--- src/inc/pao_pkg.sv ---
// pao_pkg: register map, field positions, reset values, timing and types
// for the partition arming options block.
// assumes a 200 MHz aclk and a 32-bit AXI4-Lite register bus.
package pao_pkg;
  // ==========================================================
  // sizes
  localparam int NP = 2;
  localparam int CNT_W = 7;
  // ==========================================================
  // register byte offsets
  localparam logic [7:0] CFG_OFF = 8'h00;
  localparam logic [7:0] OPT_OFF = 8'h04;
  localparam logic [7:0] ACC0_OFF = 8'h08;
  localparam logic [7:0] ACC1_OFF = 8'h0C;
  localparam logic [7:0] CMD_OFF = 8'h10;
  localparam logic [7:0] STAT_OFF = 8'h14;
  localparam logic [7:0] EVT_OFF = 8'h18;
  localparam logic [7:0] EVCLR_OFF = 8'h1C;
  localparam logic [7:0] EVEN_OFF = 8'h20;
  // ==========================================================
  // field positions
  localparam int CFG_RMODE_LSB = 0;
  localparam int CFG_LOB_LSB = 2;
  localparam int CFG_EXERR_BIT = 4;
  localparam int CFG_EXRST_BIT = 5;
  localparam int OPT_W = 4;
  localparam int ACC_SHORT_BIT = 16;
  localparam int ACC_EMPTY_BIT = 17;
  localparam int CMD_ARM_LSB = 0;
  localparam int CMD_DIS_LSB = 2;
  localparam int CMD_ERA_LSB = 4;
  localparam int EV_ALM_LSB = 0;
  localparam int EV_RST_LSB = 2;
  localparam int EV_REF_LSB = 4;
  localparam int EV_BYP_LSB = 6;
  localparam int EV_W = 8;
  // ==========================================================
  // reset values and codes
  localparam logic ENTRY_WARN_RST = 1'b1;
  localparam logic FLAG_RST = 1'b0;
  localparam logic [3:0] DIG_RST = 4'hF;
  localparam logic [3:0] DIG_DEC_MAX = 4'h9;
  localparam logic [3:0] DIG_HEX_MIN = 4'hB;
  localparam logic [1:0] RMODE_NOW = 2'h0;
  localparam logic [1:0] RMODE_BELL = 2'h1;
  localparam logic [1:0] RMODE_DISARM = 2'h2;
  localparam logic [1:0] LOB_NONE = 2'h0;
  localparam logic [1:0] RESP_OKAY = 2'h0;
  localparam logic [1:0] RESP_SLVERR = 2'h2;
  // ==========================================================
  // timing
  localparam int CLK_HZ = 200_000_000;
  localparam int QTR_PER_S = 4;
  localparam int QTR_CYC = CLK_HZ / QTR_PER_S;
  localparam logic [CNT_W-1:0] BURG_DLY_S = 7'd16;
  localparam logic [CNT_W-1:0] EXIT_S = 7'd60;
  localparam logic [CNT_W-1:0] EXIT_RST_S = 7'd60;
  localparam logic [CNT_W-1:0] ENTRY_S = 7'd30;
  localparam logic [3:0] BEEP_QTRS = 4'h6;
  // ==========================================================
  // types
  typedef struct packed {
    logic arms;
    logic affects;
    logic burg_dly;
    logic entry_warn;
  } pao_opt_s;
  typedef struct packed {
    logic short3;
    logic [3:0] d3;
    logic [3:0] d2;
    logic [3:0] d1;
    logic [3:0] d0;
  } pao_acct_s;
  typedef enum {PAO_IDLE, PAO_EXIT, PAO_ARMED, PAO_ENTRY} pao_ph_e;
endpackage : pao_pkg

--- src/verilog/pao_top.sv ---
// pao_top: per-partition option logic, arming, lobby, delays and reports.
// assumes zone pins are asynchronous levels; software on AXI4-Lite.
//
// Register access over AXI4-Lite and the placing of the registers were chosen for this implementation.
`timescale 1ns/1ps
`default_nettype none
// What this block does
// - warn 0: three short beeps at entry; warn 1: slow beeps whole entry.
// - burg delay 1: hold burglary report 16 s; 24-hour zones never held.
// - restore mode 0: restore report as soon as zone returns normal.
// - restore mode 1: report at bell timeout, only if zone restored.
// - restore mode 2: restore report waits until partition disarms.
// - account digits 0-9 decimal, 11-15 hex B-F, others refused.
// - short flag set: last digit empty, account three digits long.
// - erase command clears a partition's secondary account field.
// - lobby selector 1 or 2 names lobby partition; 0 means none.
// - warn, delay, account, affects, arms options kept per partition.
// - lobby arm refused while any affecting partition is disarmed.
// - disarming an affecting partition also disarms the lobby.
// - arming a lobby-arming partition attempts to arm the lobby.
// - auto lobby arm succeeds only if other affecting ones armed.
// - arms flag honoured only when affects flag also set.
// - exit error on: open door and interior zones bypassed at exit end.
// - exit reset on: door closing in exit delay reloads 60 s.
module pao_top import pao_pkg::*; #(
  parameter int TICK_CYC = QTR_CYC
) (
  // clock and reset
  input wire logic aclk,
  input wire logic aresetn,
  // axi4-lite write
  input wire logic [7:0] s_awaddr,
  input wire logic s_awvalid,
  output logic s_awready,
  input wire logic [31:0] s_wdata,
  input wire logic [3:0] s_wstrb,
  input wire logic s_wvalid,
  output logic s_wready,
  output logic [1:0] s_bresp,
  output logic s_bvalid,
  input wire logic s_bready,
  // axi4-lite read
  input wire logic [7:0] s_araddr,
  input wire logic s_arvalid,
  output logic s_arready,
  output logic [31:0] s_rdata,
  output logic [1:0] s_rresp,
  output logic s_rvalid,
  input wire logic s_rready,
  // zone pins
  input wire logic [NP-1:0] door_open,
  input wire logic [NP-1:0] int_open,
  input wire logic [NP-1:0] burg_zone,
  input wire logic [NP-1:0] zone_24h,
  input wire logic [NP-1:0] bell_done,
  // partition outputs
  output logic [NP-1:0] armed,
  output logic [NP-1:0] sounder,
  output logic [NP-1:0] bypass,
  output logic [NP-1:0] rep_alarm,
  output logic [NP-1:0] rep_restore,
  output logic irq
);
  // ==========================================================
  // registers and state
  logic [1:0] rmode_r, lob_r;
  logic exerr_r, exrst_r;
  pao_opt_s opt_r [NP];
  pao_acct_s acc_r [NP];
  logic [NP-1:0] empty_r;
  logic [EV_W-1:0] evt_r, even_r;
  pao_ph_e ph_r [NP];
  logic [CNT_W-1:0] ex_cnt_r [NP], en_cnt_r [NP], dly_cnt_r [NP];
  logic [3:0] bq_r [NP];
  logic [NP-1:0] armed_r, byp_r, snd_r, dly_r, seen_r, rstd_r;
  logic [NP-1:0] rep_a_r, rep_r_r;
  logic [NP-1:0] s1_door, s2_door, s1_int, s2_int, s1_bz, s2_bz;
  logic [NP-1:0] s1_24, s2_24, s1_bell, s2_bell;
  logic [NP-1:0] d_door, d_bz, d_bell;
  logic [31:0] q_cnt_r;
  logic [1:0] qph_r;
  logic q_tick, s_tick;
  logic aw_ok_r, w_ok_r, bv_r, rv_r;
  logic [7:0] awa_r;
  logic [31:0] wd_r, rd_r;
  logic [1:0] rresp_r, bresp_r;
  logic wr_go;
  logic [3:0] ws_r;
  logic [NP-1:0] byp_d_r;
  logic [NP-1:0] cmd_arm, cmd_dis, cmd_era;
  logic [EV_W-1:0] ev_clr, ev_set;
  // ==========================================================
  // helpers
  function automatic logic dig_ok(input logic [3:0] d);
    dig_ok = (d <= DIG_DEC_MAX) || (d >= DIG_HEX_MIN);
  endfunction : dig_ok
  function automatic logic [3:0] dig_pick(input logic [3:0] n, input logic [3:0] o);
    dig_pick = dig_ok(n) ? n : o;
  endfunction : dig_pick
  // ==========================================================
  // pin synchronisers
  always_ff @(posedge aclk) begin
    s1_door <= door_open;
    s2_door <= s1_door;
    s1_int <= int_open;
    s2_int <= s1_int;
    s1_bz <= burg_zone;
    s2_bz <= s1_bz;
    s1_24 <= zone_24h;
    s2_24 <= s1_24;
    s1_bell <= bell_done;
    s2_bell <= s1_bell;
    d_door <= s2_door;
    d_bz <= s2_bz;
    d_bell <= s2_bell;
  end
  // ==========================================================
  // quarter and one-second ticks
  assign q_tick = (q_cnt_r == 32'(TICK_CYC - 1));
  assign s_tick = q_tick && (qph_r == 2'h3);
  always_ff @(posedge aclk) begin
    if (!aresetn) begin
      q_cnt_r <= '0;
      qph_r <= '0;
    end else if (q_tick) begin
      q_cnt_r <= '0;
      qph_r <= qph_r + 2'h1;
    end else begin
      q_cnt_r <= q_cnt_r + 32'h1;
    end
  end
  // ==========================================================
  // axi4-lite write channel
  assign wr_go = aw_ok_r && w_ok_r && !bv_r;
  always_ff @(posedge aclk) begin
    if (!aresetn) begin
      aw_ok_r <= 1'b0;
      w_ok_r <= 1'b0;
      bv_r <= 1'b0;
      awa_r <= '0;
      wd_r <= '0;
      ws_r <= '0;
      bresp_r <= RESP_OKAY;
    end else begin
      if (s_awvalid && !aw_ok_r) begin
        aw_ok_r <= 1'b1;
        awa_r <= s_awaddr;
      end
      if (s_wvalid && !w_ok_r) begin
        w_ok_r <= 1'b1;
        wd_r <= s_wdata;
        ws_r <= s_wstrb; // lanes kept with the data they qualify
      end
      if (wr_go) begin
        aw_ok_r <= 1'b0;
        w_ok_r <= 1'b0;
        bv_r <= 1'b1;
        case (awa_r)
          CFG_OFF, OPT_OFF, ACC0_OFF, ACC1_OFF, CMD_OFF, EVCLR_OFF,
          EVEN_OFF: bresp_r <= RESP_OKAY;
          default: bresp_r <= RESP_SLVERR;
        endcase
      end else if (bv_r && s_bready) begin
        bv_r <= 1'b0;
      end
    end
  end
  // command strobes from the write channel
  always_comb begin
    cmd_arm = '0;
    cmd_dis = '0;
    cmd_era = '0;
    ev_clr = '0;
    if (wr_go && awa_r == CMD_OFF && ws_r[0]) begin
      cmd_arm = wd_r[CMD_ARM_LSB +: NP];
      cmd_dis = wd_r[CMD_DIS_LSB +: NP];
      cmd_era = wd_r[CMD_ERA_LSB +: NP];
    end
    if (wr_go && awa_r == EVCLR_OFF && ws_r[0]) begin
      ev_clr = wd_r[EV_W-1:0];
    end
  end
  // ==========================================================
  // configuration registers
  always_ff @(posedge aclk) begin
    if (!aresetn) begin
      rmode_r <= RMODE_NOW;
      lob_r <= LOB_NONE;
      exerr_r <= FLAG_RST;
      exrst_r <= FLAG_RST;
      even_r <= '0;
      for (int p = 0; p < NP; p++) begin
        opt_r[p] <= '{FLAG_RST, FLAG_RST, FLAG_RST, ENTRY_WARN_RST};
      end
    end else if (wr_go && ws_r[0]) begin
      case (awa_r)
        CFG_OFF: begin
          rmode_r <= wd_r[CFG_RMODE_LSB +: 2];
          lob_r <= wd_r[CFG_LOB_LSB +: 2];
          exerr_r <= wd_r[CFG_EXERR_BIT];
          exrst_r <= wd_r[CFG_EXRST_BIT];
        end
        OPT_OFF: begin
          for (int p = 0; p < NP; p++) begin
            opt_r[p] <= wd_r[p*OPT_W +: OPT_W];
          end
        end
        EVEN_OFF: even_r <= wd_r[EV_W-1:0];
        default: ;
      endcase
    end
  end
  // ==========================================================
  // secondary account digits
  always_ff @(posedge aclk) begin
    if (!aresetn) begin
      for (int p = 0; p < NP; p++) begin
        acc_r[p] <= '{1'b0, DIG_RST, DIG_RST, DIG_RST, DIG_RST};
        empty_r[p] <= 1'b0;
      end
    end else begin
      for (int p = 0; p < NP; p++) begin
        if (cmd_era[p]) begin
          acc_r[p] <= '{1'b0, DIG_RST, DIG_RST, DIG_RST, DIG_RST};
          empty_r[p] <= 1'b1;
        end else if (wr_go && awa_r == (p == 0 ? ACC0_OFF : ACC1_OFF)) begin
          if (ws_r[0]) begin
            acc_r[p].d0 <= dig_pick(wd_r[3:0], acc_r[p].d0);
            acc_r[p].d1 <= dig_pick(wd_r[7:4], acc_r[p].d1);
          end
          if (ws_r[1]) begin
            acc_r[p].d2 <= dig_pick(wd_r[11:8], acc_r[p].d2);
            acc_r[p].d3 <= dig_pick(wd_r[15:12], acc_r[p].d3);
          end
          if (ws_r[2]) begin
            acc_r[p].short3 <= wd_r[ACC_SHORT_BIT];
            empty_r[p] <= 1'b0;
          end
        end
      end
    end
  end
  // ==========================================================
  // lobby arbitration
  logic lob_en;
  logic lp;
  logic lob_ok;
  logic [NP-1:0] arm_go, dis_go, refuse, arm_rise;
  always_comb begin
    lob_en = (lob_r == 2'h1) || (lob_r == 2'h2);
    lp = lob_r[1];
    lob_ok = 1'b1;
    arm_go = '0;
    dis_go = cmd_dis;
    refuse = '0;
    arm_rise = armed_r & ~armed;
    for (int p = 0; p < NP; p++) begin
      if (lob_en && p != int'(lp) && opt_r[p].affects && !armed_r[p]) begin
        lob_ok = 1'b0;
      end
    end
    for (int p = 0; p < NP; p++) begin
      if (cmd_arm[p] && !armed_r[p]) begin
        if (lob_en && p == int'(lp) && !lob_ok) refuse[p] = 1'b1;
        else arm_go[p] = 1'b1;
      end
      if (lob_en && p != int'(lp) && cmd_dis[p] && opt_r[p].affects) begin
        dis_go[lp] = 1'b1;
      end
      if (lob_en && p != int'(lp) && arm_rise[p] && opt_r[p].affects
          && opt_r[p].arms && !armed_r[lp] && lob_ok) begin
        arm_go[lp] = 1'b1;
      end
    end
    arm_go = arm_go & ~dis_go;
  end
  // ==========================================================
  // arming phases, exit and entry delays, sounder
  always_ff @(posedge aclk) begin
    if (!aresetn) begin
      armed_r <= '0;
      byp_r <= '0;
      snd_r <= '0;
      for (int p = 0; p < NP; p++) begin
        ph_r[p] <= PAO_IDLE;
        ex_cnt_r[p] <= '0;
        en_cnt_r[p] <= '0;
        bq_r[p] <= '0;
      end
    end else begin
      for (int p = 0; p < NP; p++) begin
        snd_r[p] <= 1'b0;
        case (ph_r[p])
          PAO_IDLE: begin
            if (arm_go[p]) begin
              ph_r[p] <= PAO_EXIT;
              armed_r[p] <= 1'b1;
              byp_r[p] <= 1'b0;
              ex_cnt_r[p] <= EXIT_S;
            end
          end
          PAO_EXIT: begin
            if (exrst_r && d_door[p] && !s2_door[p]) begin
              ex_cnt_r[p] <= EXIT_RST_S;
            end else if (s_tick && ex_cnt_r[p] <= 7'd1) begin
              ph_r[p] <= PAO_ARMED;
              byp_r[p] <= exerr_r && (s2_door[p] || s2_int[p]);
            end else if (s_tick) begin
              ex_cnt_r[p] <= ex_cnt_r[p] - 7'd1;
            end
          end
          PAO_ARMED: begin
            if (s2_door[p] && !d_door[p] && !byp_r[p]) begin
              ph_r[p] <= PAO_ENTRY;
              en_cnt_r[p] <= ENTRY_S;
              bq_r[p] <= '0;
            end
          end
          PAO_ENTRY: begin
            if (s_tick && en_cnt_r[p] != '0) en_cnt_r[p] <= en_cnt_r[p] - 7'd1;
            if (s_tick && en_cnt_r[p] <= 7'd1) ph_r[p] <= PAO_ARMED;
            if (q_tick && bq_r[p] != 4'hF) bq_r[p] <= bq_r[p] + 4'h1;
            if (opt_r[p].entry_warn) snd_r[p] <= (qph_r == 2'h0);
            else snd_r[p] <= (bq_r[p] < BEEP_QTRS) && !bq_r[p][0];
          end
          default: ph_r[p] <= PAO_IDLE;
        endcase
        if (dis_go[p]) begin
          ph_r[p] <= PAO_IDLE;
          armed_r[p] <= 1'b0;
          byp_r[p] <= 1'b0;
          snd_r[p] <= 1'b0;
        end
      end
    end
  end
  // ==========================================================
  // alarm and restore reporting
  logic [NP-1:0] alm_hit, rst_hit;
  always_comb begin
    for (int p = 0; p < NP; p++) begin
      alm_hit[p] = s2_bz[p] && !d_bz[p] && (armed_r[p] || s2_24[p]);
      rst_hit[p] = 1'b0;
      if (seen_r[p]) begin
        case (rmode_r)
          RMODE_NOW: rst_hit[p] = d_bz[p] && !s2_bz[p];
          RMODE_BELL: rst_hit[p] = s2_bell[p] && !d_bell[p] && !s2_bz[p];
          RMODE_DISARM: rst_hit[p] = dis_go[p] && !s2_bz[p];
          default: rst_hit[p] = 1'b0;
        endcase
      end
    end
  end
  always_ff @(posedge aclk) begin
    if (!aresetn) begin
      dly_r <= '0;
      seen_r <= '0;
      rstd_r <= '0;
      rep_a_r <= '0;
      rep_r_r <= '0;
      for (int p = 0; p < NP; p++) dly_cnt_r[p] <= '0;
    end else begin
      for (int p = 0; p < NP; p++) begin
        rep_a_r[p] <= 1'b0;
        rep_r_r[p] <= rst_hit[p];
        rstd_r[p] <= 1'b0;
        if (rst_hit[p]) seen_r[p] <= 1'b0;
        if (alm_hit[p]) begin
          seen_r[p] <= 1'b1;
          if (opt_r[p].burg_dly && !s2_24[p]) begin
            dly_r[p] <= 1'b1;
            dly_cnt_r[p] <= BURG_DLY_S;
          end else begin
            rep_a_r[p] <= 1'b1;
          end
        end else if (dly_r[p] && s_tick) begin
          if (dly_cnt_r[p] <= 7'd1) begin
            dly_r[p] <= 1'b0;
            rep_a_r[p] <= 1'b1;
          end else begin
            dly_cnt_r[p] <= dly_cnt_r[p] - 7'd1;
          end
        end
      end
    end
  end
  // ==========================================================
  // sticky events and interrupt
  // bypass history for the rising-edge event
  always_ff @(posedge aclk) begin
    if (!aresetn) byp_d_r <= '0;
    else byp_d_r <= byp_r;
  end
  assign ev_set = {byp_r & ~byp_d_r, refuse, rst_hit, alm_hit};
  always_ff @(posedge aclk) begin
    if (!aresetn) evt_r <= '0;
    else evt_r <= (evt_r & ~ev_clr) | ev_set; // set wins over clear
  end
  // ==========================================================
  // read channel
  always_ff @(posedge aclk) begin
    if (!aresetn) begin
      rv_r <= 1'b0;
      rd_r <= '0;
      rresp_r <= RESP_OKAY;
    end else if (s_arvalid && !rv_r) begin
      rv_r <= 1'b1;
      rresp_r <= RESP_OKAY;
      case (s_araddr)
        CFG_OFF: rd_r <= 32'({exrst_r, exerr_r, lob_r, rmode_r});
        OPT_OFF: rd_r <= 32'({opt_r[1], opt_r[0]});
        ACC0_OFF: rd_r <= 32'({empty_r[0], acc_r[0]});
        ACC1_OFF: rd_r <= 32'({empty_r[1], acc_r[1]});
        STAT_OFF: rd_r <= 32'({byp_r, 4'h0, armed_r});
        EVT_OFF: rd_r <= 32'(evt_r);
        EVEN_OFF: rd_r <= 32'(even_r);
        CMD_OFF, EVCLR_OFF: rd_r <= '0;
        default: begin
          rd_r <= '0;
          rresp_r <= RESP_SLVERR;
        end
      endcase
    end else if (rv_r && s_rready) begin
      rv_r <= 1'b0;
    end
  end
  // ==========================================================
  // output flops
  always_ff @(posedge aclk) begin
    if (!aresetn) begin
      irq <= 1'b0;
      armed <= '0;
      sounder <= '0;
      bypass <= '0;
      rep_alarm <= '0;
      rep_restore <= '0;
    end else begin
      irq <= |(evt_r & even_r);
      armed <= armed_r;
      sounder <= snd_r;
      bypass <= byp_r;
      rep_alarm <= rep_a_r;
      rep_restore <= rep_r_r;
    end
  end
  assign s_awready = !aw_ok_r;
  assign s_wready = !w_ok_r;
  assign s_bvalid = bv_r;
  assign s_bresp = bresp_r;
  assign s_arready = !rv_r;
  assign s_rvalid = rv_r;
  assign s_rdata = rd_r;
  assign s_rresp = rresp_r;
endmodule : pao_top
`default_nettype wire
--- config.mk ---
export PLATFORM = sky130hd
export DESIGN_NAME = pao_top
export DESIGN_NICKNAME = d
export VERILOG_FILES = /design/src/inc/pao_pkg.sv /design/src/verilog/pao_top.sv
export SDC_FILE = /design/constraint.sdc
export NUM_CORES = 1
export LEC_CHECK = 0
export BUFFER_PORTS_ARGS = -buffer_cell sky130_fd_sc_hd__buf_2
export CAP_MARGIN = 10
export CORE_UTILIZATION = 40
export DETAILED_ROUTE_END_ITERATION = 12
export MAX_ROUTING_LAYER = met4
export PLACE_DENSITY_LB_ADDON = 0.3
export SYNTH_ARGS = -nofsm -noshare
export SYNTH_HDL_FRONTEND = slang
export SYNTH_SLANG_ARGS = --single-unit
--- constraint.sdc ---
create_clock -name aclk -period 2.1 [get_ports aclk]
set_input_delay 0.21 -clock aclk [delete_from_list [all_inputs] [get_ports aclk]]
set_output_delay 0.21 -clock aclk [all_outputs]
set_load 0.01 [all_outputs]
# [After elaboration in Yosys (flattened, before gate mapping)]
# Memory sizes are Yosys's and may differ from the RTL's.
# Index checks and enable logic that the tools add are counted.
[word_totals] register_bits=177 n_memories=7 elab_cells=593 out_inout_bits=52 ramBits=96
[op_classes] n_eq_ne=36 n_reduce_logical=152 addsub=10 mux=257 order_cmp=18 bitwise_logic=62
[mem_list] memory="acc_r" words=2 word_bits=17 read_ports=2 rd_ports_with_merged_regs=0 wr=2 line_no="pao_top.sv:69" rtl="pao_acct_s acc_r [NP];"
[mem_list] memory="dly_cnt_r" words=2 word_bits=7 read_ports=2 rd_ports_with_merged_regs=0 wr=2 line_no="pao_top.sv:73" rtl="logic [CNT_W-1:0] ex_cnt_r [NP], en_cnt_r [NP], dly_cnt_r [NP];"
[mem_list] memory="en_cnt_r" words=2 word_bits=7 read_ports=2 rd_ports_with_merged_regs=0 wr=2 line_no="pao_top.sv:73"
[mem_list] memory="ex_cnt_r" words=2 word_bits=7 read_ports=2 rd_ports_with_merged_regs=0 wr=2 line_no="pao_top.sv:73"
[mem_list] memory="bq_r" words=2 word_bits=4 read_ports=2 rd_ports_with_merged_regs=0 wr=2 line_no="pao_top.sv:74" rtl="logic [3:0] bq_r [NP];"
[mem_list] memory="opt_r" words=2 word_bits=4 read_ports=2 rd_ports_with_merged_regs=0 wr=2 line_no="pao_top.sv:68" rtl="pao_opt_s opt_r [NP];"
[mem_list] memory="1 more memories"
[op_table] cell="two-way mux 1 bit" count=191
[op_table] cell="equality test 32 x 2 -> 1 bit, second input constant" count=4
[op_table] cell="one-hot mux 18 bit (7 select lines)" count=1
[op_table] cell="two-way mux 7 bit" count=14
[op_table] cell="two-way mux 4 bit" count=22
[op_table] cell="logical AND 1 bit" count=76
[op_table] cell="equality test 32 x 1 -> 1 bit, second input constant" count=2
[op_table] cell="zero test 32 bit" count=2
[op_table] cell="equality test 8 x 5 -> 1 bit, second input constant" count=6
[op_table] cell="bitwise OR 1 bit" count=44
[op_table] cell="<= comparator 7 x 1 -> 1 bit, second input constant" count=6
[op_table] cell="two-way mux 2 bit" count=21
[op_table] cell="subtractor 7 x 1 -> 7 bit, second input constant" count=6
[op_table] cell="two-way mux 17 bit" count=2
[op_table] cell="adder 32 x 1 -> 32 bit, second input constant" count=1
[op_table] cell="equality test 32 x 26 -> 1 bit, second input constant" count=1
[op_table] cell="equality test 8 x 4 -> 1 bit, second input constant" count=4
[op_table] cell="nonzero test 2 bit" count=14
[op_table] cell="zero test 1 bit" count=24
[op_table] cell="AND 8 bit" count=2
[op_table] cell="equality test 8 x 3 -> 1 bit, second input constant" count=2
[op_table] cell="equality test 8 x 6 -> 1 bit, second input constant" count=2
[op_table] cell=">= comparator 4 bit, second input constant" count=4
[op_table] cell="<= comparator 4 bit, second input constant" count=4
[op_table] cell="other kinds (34)" count=80

# [Depth between registers and ports, before layout]
[logic_depth] depth_word=28 mapped_depth=8 depth_no_buf=8

# [Least setup slack after synthesis]
# OpenSTA, ideal clock, no wires.
[synth_path] path_type="register -> register" start="reg awa_r[7]" end="mem ex_cnt_r[1][0], enable pin" path_buffers=0 setup_ps=289 arrival_ps=1997 stages_incl_launch_ff=6 setup_slack_ps=-186 cell_sequence="dfxtp_1 -> or4_4 -> nor4_1 -> mux2i_1 -> nor2_1 -> or3_1"
[synth_rtl] item="start: declaration" line_no="pao_top.sv:84" rtl="logic [7:0] awa_r;"
[synth_rtl] item="start signal: assignment" line_no="pao_top.sv:147" rtl="awa_r <= s_awaddr;"
[synth_rtl] item="end: declaration" line_no="pao_top.sv:73"

==> results.yml <==
clocking:
  cts_buffers: 29
  clock-root-buffer: "clkbuf_16"
  clk_path_buf_depth: 3
  worst_skew_pair.late_latency_ns: 0.55
  clkSlewWorstSetupHoldPaths_ns: 0.06
  cts_htree_levels: 1
  clkSinkCount: 257
  cts_tree: "built"
sta:
  worst_slew_pin_slew_ns: 0.6610
  finalCriticalPeriod_ns: 2.219
  fmax_ghz: 0.4507
  slew_violations: 0
  worst_slack_ns: -0.1188
  finalSetupViolations: 40
  period_share: 1.057
  hold_viol: 0
  timing.hold.ws_ns: 0.05986
  setup_tns_ns: -2.000
  rsz0062_at_grt: "yes"
  finClkSkew_ns: 0.01505
  slew_headroom: 0.5583
floorplan:
  ios: 121
  die_w_um: 172.6
  dieArea_mm2: 0.02979
  coreArea_mm2: 0.02870
  floorplan.initialDensity: 0.4055
  fp.dieH_um: 172.6
  rows: 62
worst_setup_path:
  cp_top_family: "simple AND/OR/NAND/NOR gates"
  worstPathCellList: "or4_4 -> nor4_4 -> mux2i_2 -> nor2_2 -> or4_4"
  crit_arrival_ns: 2.51
  crit_path_frequent_cell: "or4_4"
  worstPathBufferInverterCount: 0
  cpMaxStageDelayCell: "or4_4"
  startpoint_type: "flip-flop"
  crit_path_max_fanout: 3
  worstSetupPathType: "reg -> reg"
  cp.required_ns: 2.39
  endpoint_kind: "flip-flop"
  slowest_delay_ns: 0.57
min_path:
  min_path_type: "in -> reg"
grt:
  gr-total-overflow: 0
  antenna_found_initial: 0
  grtUsageTotal: 0.2000
  grt_pass1_wl_um: 47300
  grt_pass1_vias: 9328
  grt_max_degree: 82
yosys:
  synth_cell_types: 74
  syn_avg_cell_area_um2: 9.741
  postSynthRegisterBits: 257
  async_reset_ff_frac: 0
  yosysSeqAreaShare: 0.5246
  synth-main-ff-cell: "dfxtp_1"
  syn_inst: 1195
  synth_area_leaders: "dfxtp_1 (28%), edfxtp_1 (25%), nor2_1 (4.8%), nand2_1 (4.4%), a21oi_1 (3.2%)"
  syn_area_mm2: 0.01164
  yosys_warnings: 0
  netlist.area_leader.share: 0.2769
  yosysTopAreaCell: "dfxtp_1"
  synth_edf_count: 96
cells_and_area:
  design_area_mm2: 0.01532
  area_growth_pct: 31.61
  drive_gt1_frac: 0.2599
  nets: 1557
  diodes: 0
  instances_no_fill: 1873
run:
  cap_viol_max_count: 0
drt:
  drt_pre_antenna_iters: 5
  drt-wirelength-per-cell_um: 15.65
  vias: 9537
  via_per_inst: 5.092
  ant_nets: 0
  drt-initial-drc-count: 609
  remaining_drc_errors: 0
  wl_um: 29320
place:
  postPlaceCellArea_mm2: 0.01357
  dpl.cell_count: 1768
  io_buffers: 88
  dp_hpwl_um: 21080
  place.gp.congestion: 0.8902
power_and_ir_drop:
  power_mw: 11.40
  power_density_mw_per_mm2: 743.9
  power.leakage_nw: 6.001
  vdd_drop_max_v: 0.0006460
status:
  violations: "negative setup slack"
  outcome: "finished with violations"
[tightest hold or removal path, delay by kind of cell]
| kind | cells | cell delay [ns] |
|---|---|---|
| buffers and inverters | 1 | 0.18 |
| AND/OR/NAND/NOR | 2 | 0.17 |
[synthesized netlist by cell type (all sizes together), types with 5 or more instances]
master and n:
nand4b 5, a22oi 18, or4 6, edfxtp 96, nand4 12, nor3b 7, nor4 18, nand2b 22
buf 28, and3b 5, o21ai 31, xnor2 34, nor4bb 5, or3 22, nand3 46, and3 15
mux2i 29, nand3b 10, a211oi 15, and2 17, nor3 36, dfxtp 161, inv 35, nor2 151
a21oi 75, nand2 136, a221oi 6, clkbuf 35, ha 22, xor2 27, nor2b 13
[sequential cells by signal, indices dropped and copies added (netlist names), 3 cells and up]
register   count
acc_r         34
awa_r          8
bq_r           8
dly_cnt_r     14
en_cnt_r      14
even_r         8
evt_r          8
ex_cnt_r      14
opt_r          8
ph_r           4
q_cnt_r       32
s_rdata       18
wd_r          17
ws_r           3
[cells in the final DEF, fill, tap and decap left out, types with 10 or more instances in the layout]
| cell type | n |
|---|---|
| nand2_1 | 128 |
| nor2b_1 | 12 |
| a21oi_1 | 65 |
| and2_1 | 17 |
| nand4_1 | 11 |
| xor2_1 | 27 |
| nor2_1 | 142 |
| or3_1 | 21 |
| nand3b_1 | 10 |
| o21ai_0 | 24 |
| a211oi_1 | 14 |
| nand2b_1 | 22 |
| nand3_1 | 41 |
| dfxtp_1 | 156 |
| clkbuf_16 | 30 |
| edfxtp_1 | 96 |
| mux2i_1 | 24 |
| xnor2_1 | 34 |
| conb_1 | 16 |
| buf_4 | 145 |
| ha_1 | 22 |
| inv_1 | 35 |
| dlygate4sd3_1 | 43 |
| nor3_1 | 28 |
| a22oi_1 | 18 |
| buf_2 | 89 |
| and3_1 | 13 |
[through the flow]
step                      utilization  worst slack [ns]
after floorplan                     -           -0.1188
after global placement         0.4729           -0.1818
after detailed placement       0.4729           -0.2411
after CTS                      0.5257           -0.1202
after global routing           0.5337           -0.1795
final                          0.5337           -0.1188
[path summary, 6_finish.rpt]
path                              start                    to  slack [ns]  cells past startpoint
setup / recovery  awa_r[7]$_SDFFE_PN0P_  ph_r[1][0]$_DFFE_PP_       -0.12                      5
hold / removal                  aresetn   snd_r[1]$_SDFF_PP0_        0.06                      3
setup reg to reg  awa_r[7]$_SDFFE_PN0P_  ph_r[1][0]$_DFFE_PP_       -0.12                      5
hold reg to reg      s1_door[0]$_DFF_P_    s2_door[0]$_DFF_P_        0.33                      0
[logic make-up (layout without fill, tap and decap cells)]
family | count (synthesis) | in the layout | share of synthesized area
multiplexers | 32 | 32 | 0.02784
AO/OA/AOI/OAI | 183 | 183 | 0.09986
adder cells (fa/ha/maj) | 22 | 22 | 0.02365
other | 1 | 16 | 0.0003222
buffers and inverters | 99 | 378 | 0.03923
flip-flops | 257 | 257 | 0.5246
XOR/XNOR | 61 | 61 | 0.04590
AND/OR/NAND/NOR | 540 | 540 | 0.2386
[area by class of cell]
| cell class | instances | area, um2 |
|---|---|---|
| fill | 2595 | 13380 |
| tap | 384 | 480.5 |
| clock buffer | 40 | 853.3 |
| sequential | 257 | 6112 |
| multi-input combinational | 854 | 5494 |
| inverter | 36 | 135.1 |
| timing repair buffer | 288 | 2115 |
| clock inverter | 14 | 130.1 |
[timing repair]
| action | 4_1_cts | 5_1_grt |
|---|---|---|
| endpoints found under the setup margin | 90 | 138 |
| hold endpoints to repair | 42 | 0 |
| buffers inserted | 3 | 4 |
| cloned | 0 | 1 |
| pin swaps | 12 | 12 |
| resized for setup | 27 | 48 |
| hold buffers | 43 | 0 |
[routing by layer]
| layer | vias up | part of all wire | global-route usage |
|---|---|---|---|
| met4 | 0 | 0.028 | 0.06324 |
| met5 | - | 0 | - |
| li1 | 4756 | - | - |
| met1 | 4482 | 0.47 | 0.2653 |
| met3 | 60 | 0.050 | 0.03276 |
| met2 | 239 | 0.45 | 0.3118 |
[power by group]
group | internal [mW] | switching [mW] | total [mW]
logic | 0.388 | 0.470 | 0.858
registers | 5.31 | 0.110 | 5.42
clock network | 3.09 | 2.04 | 5.12
(Power assumes the default switching activity.)
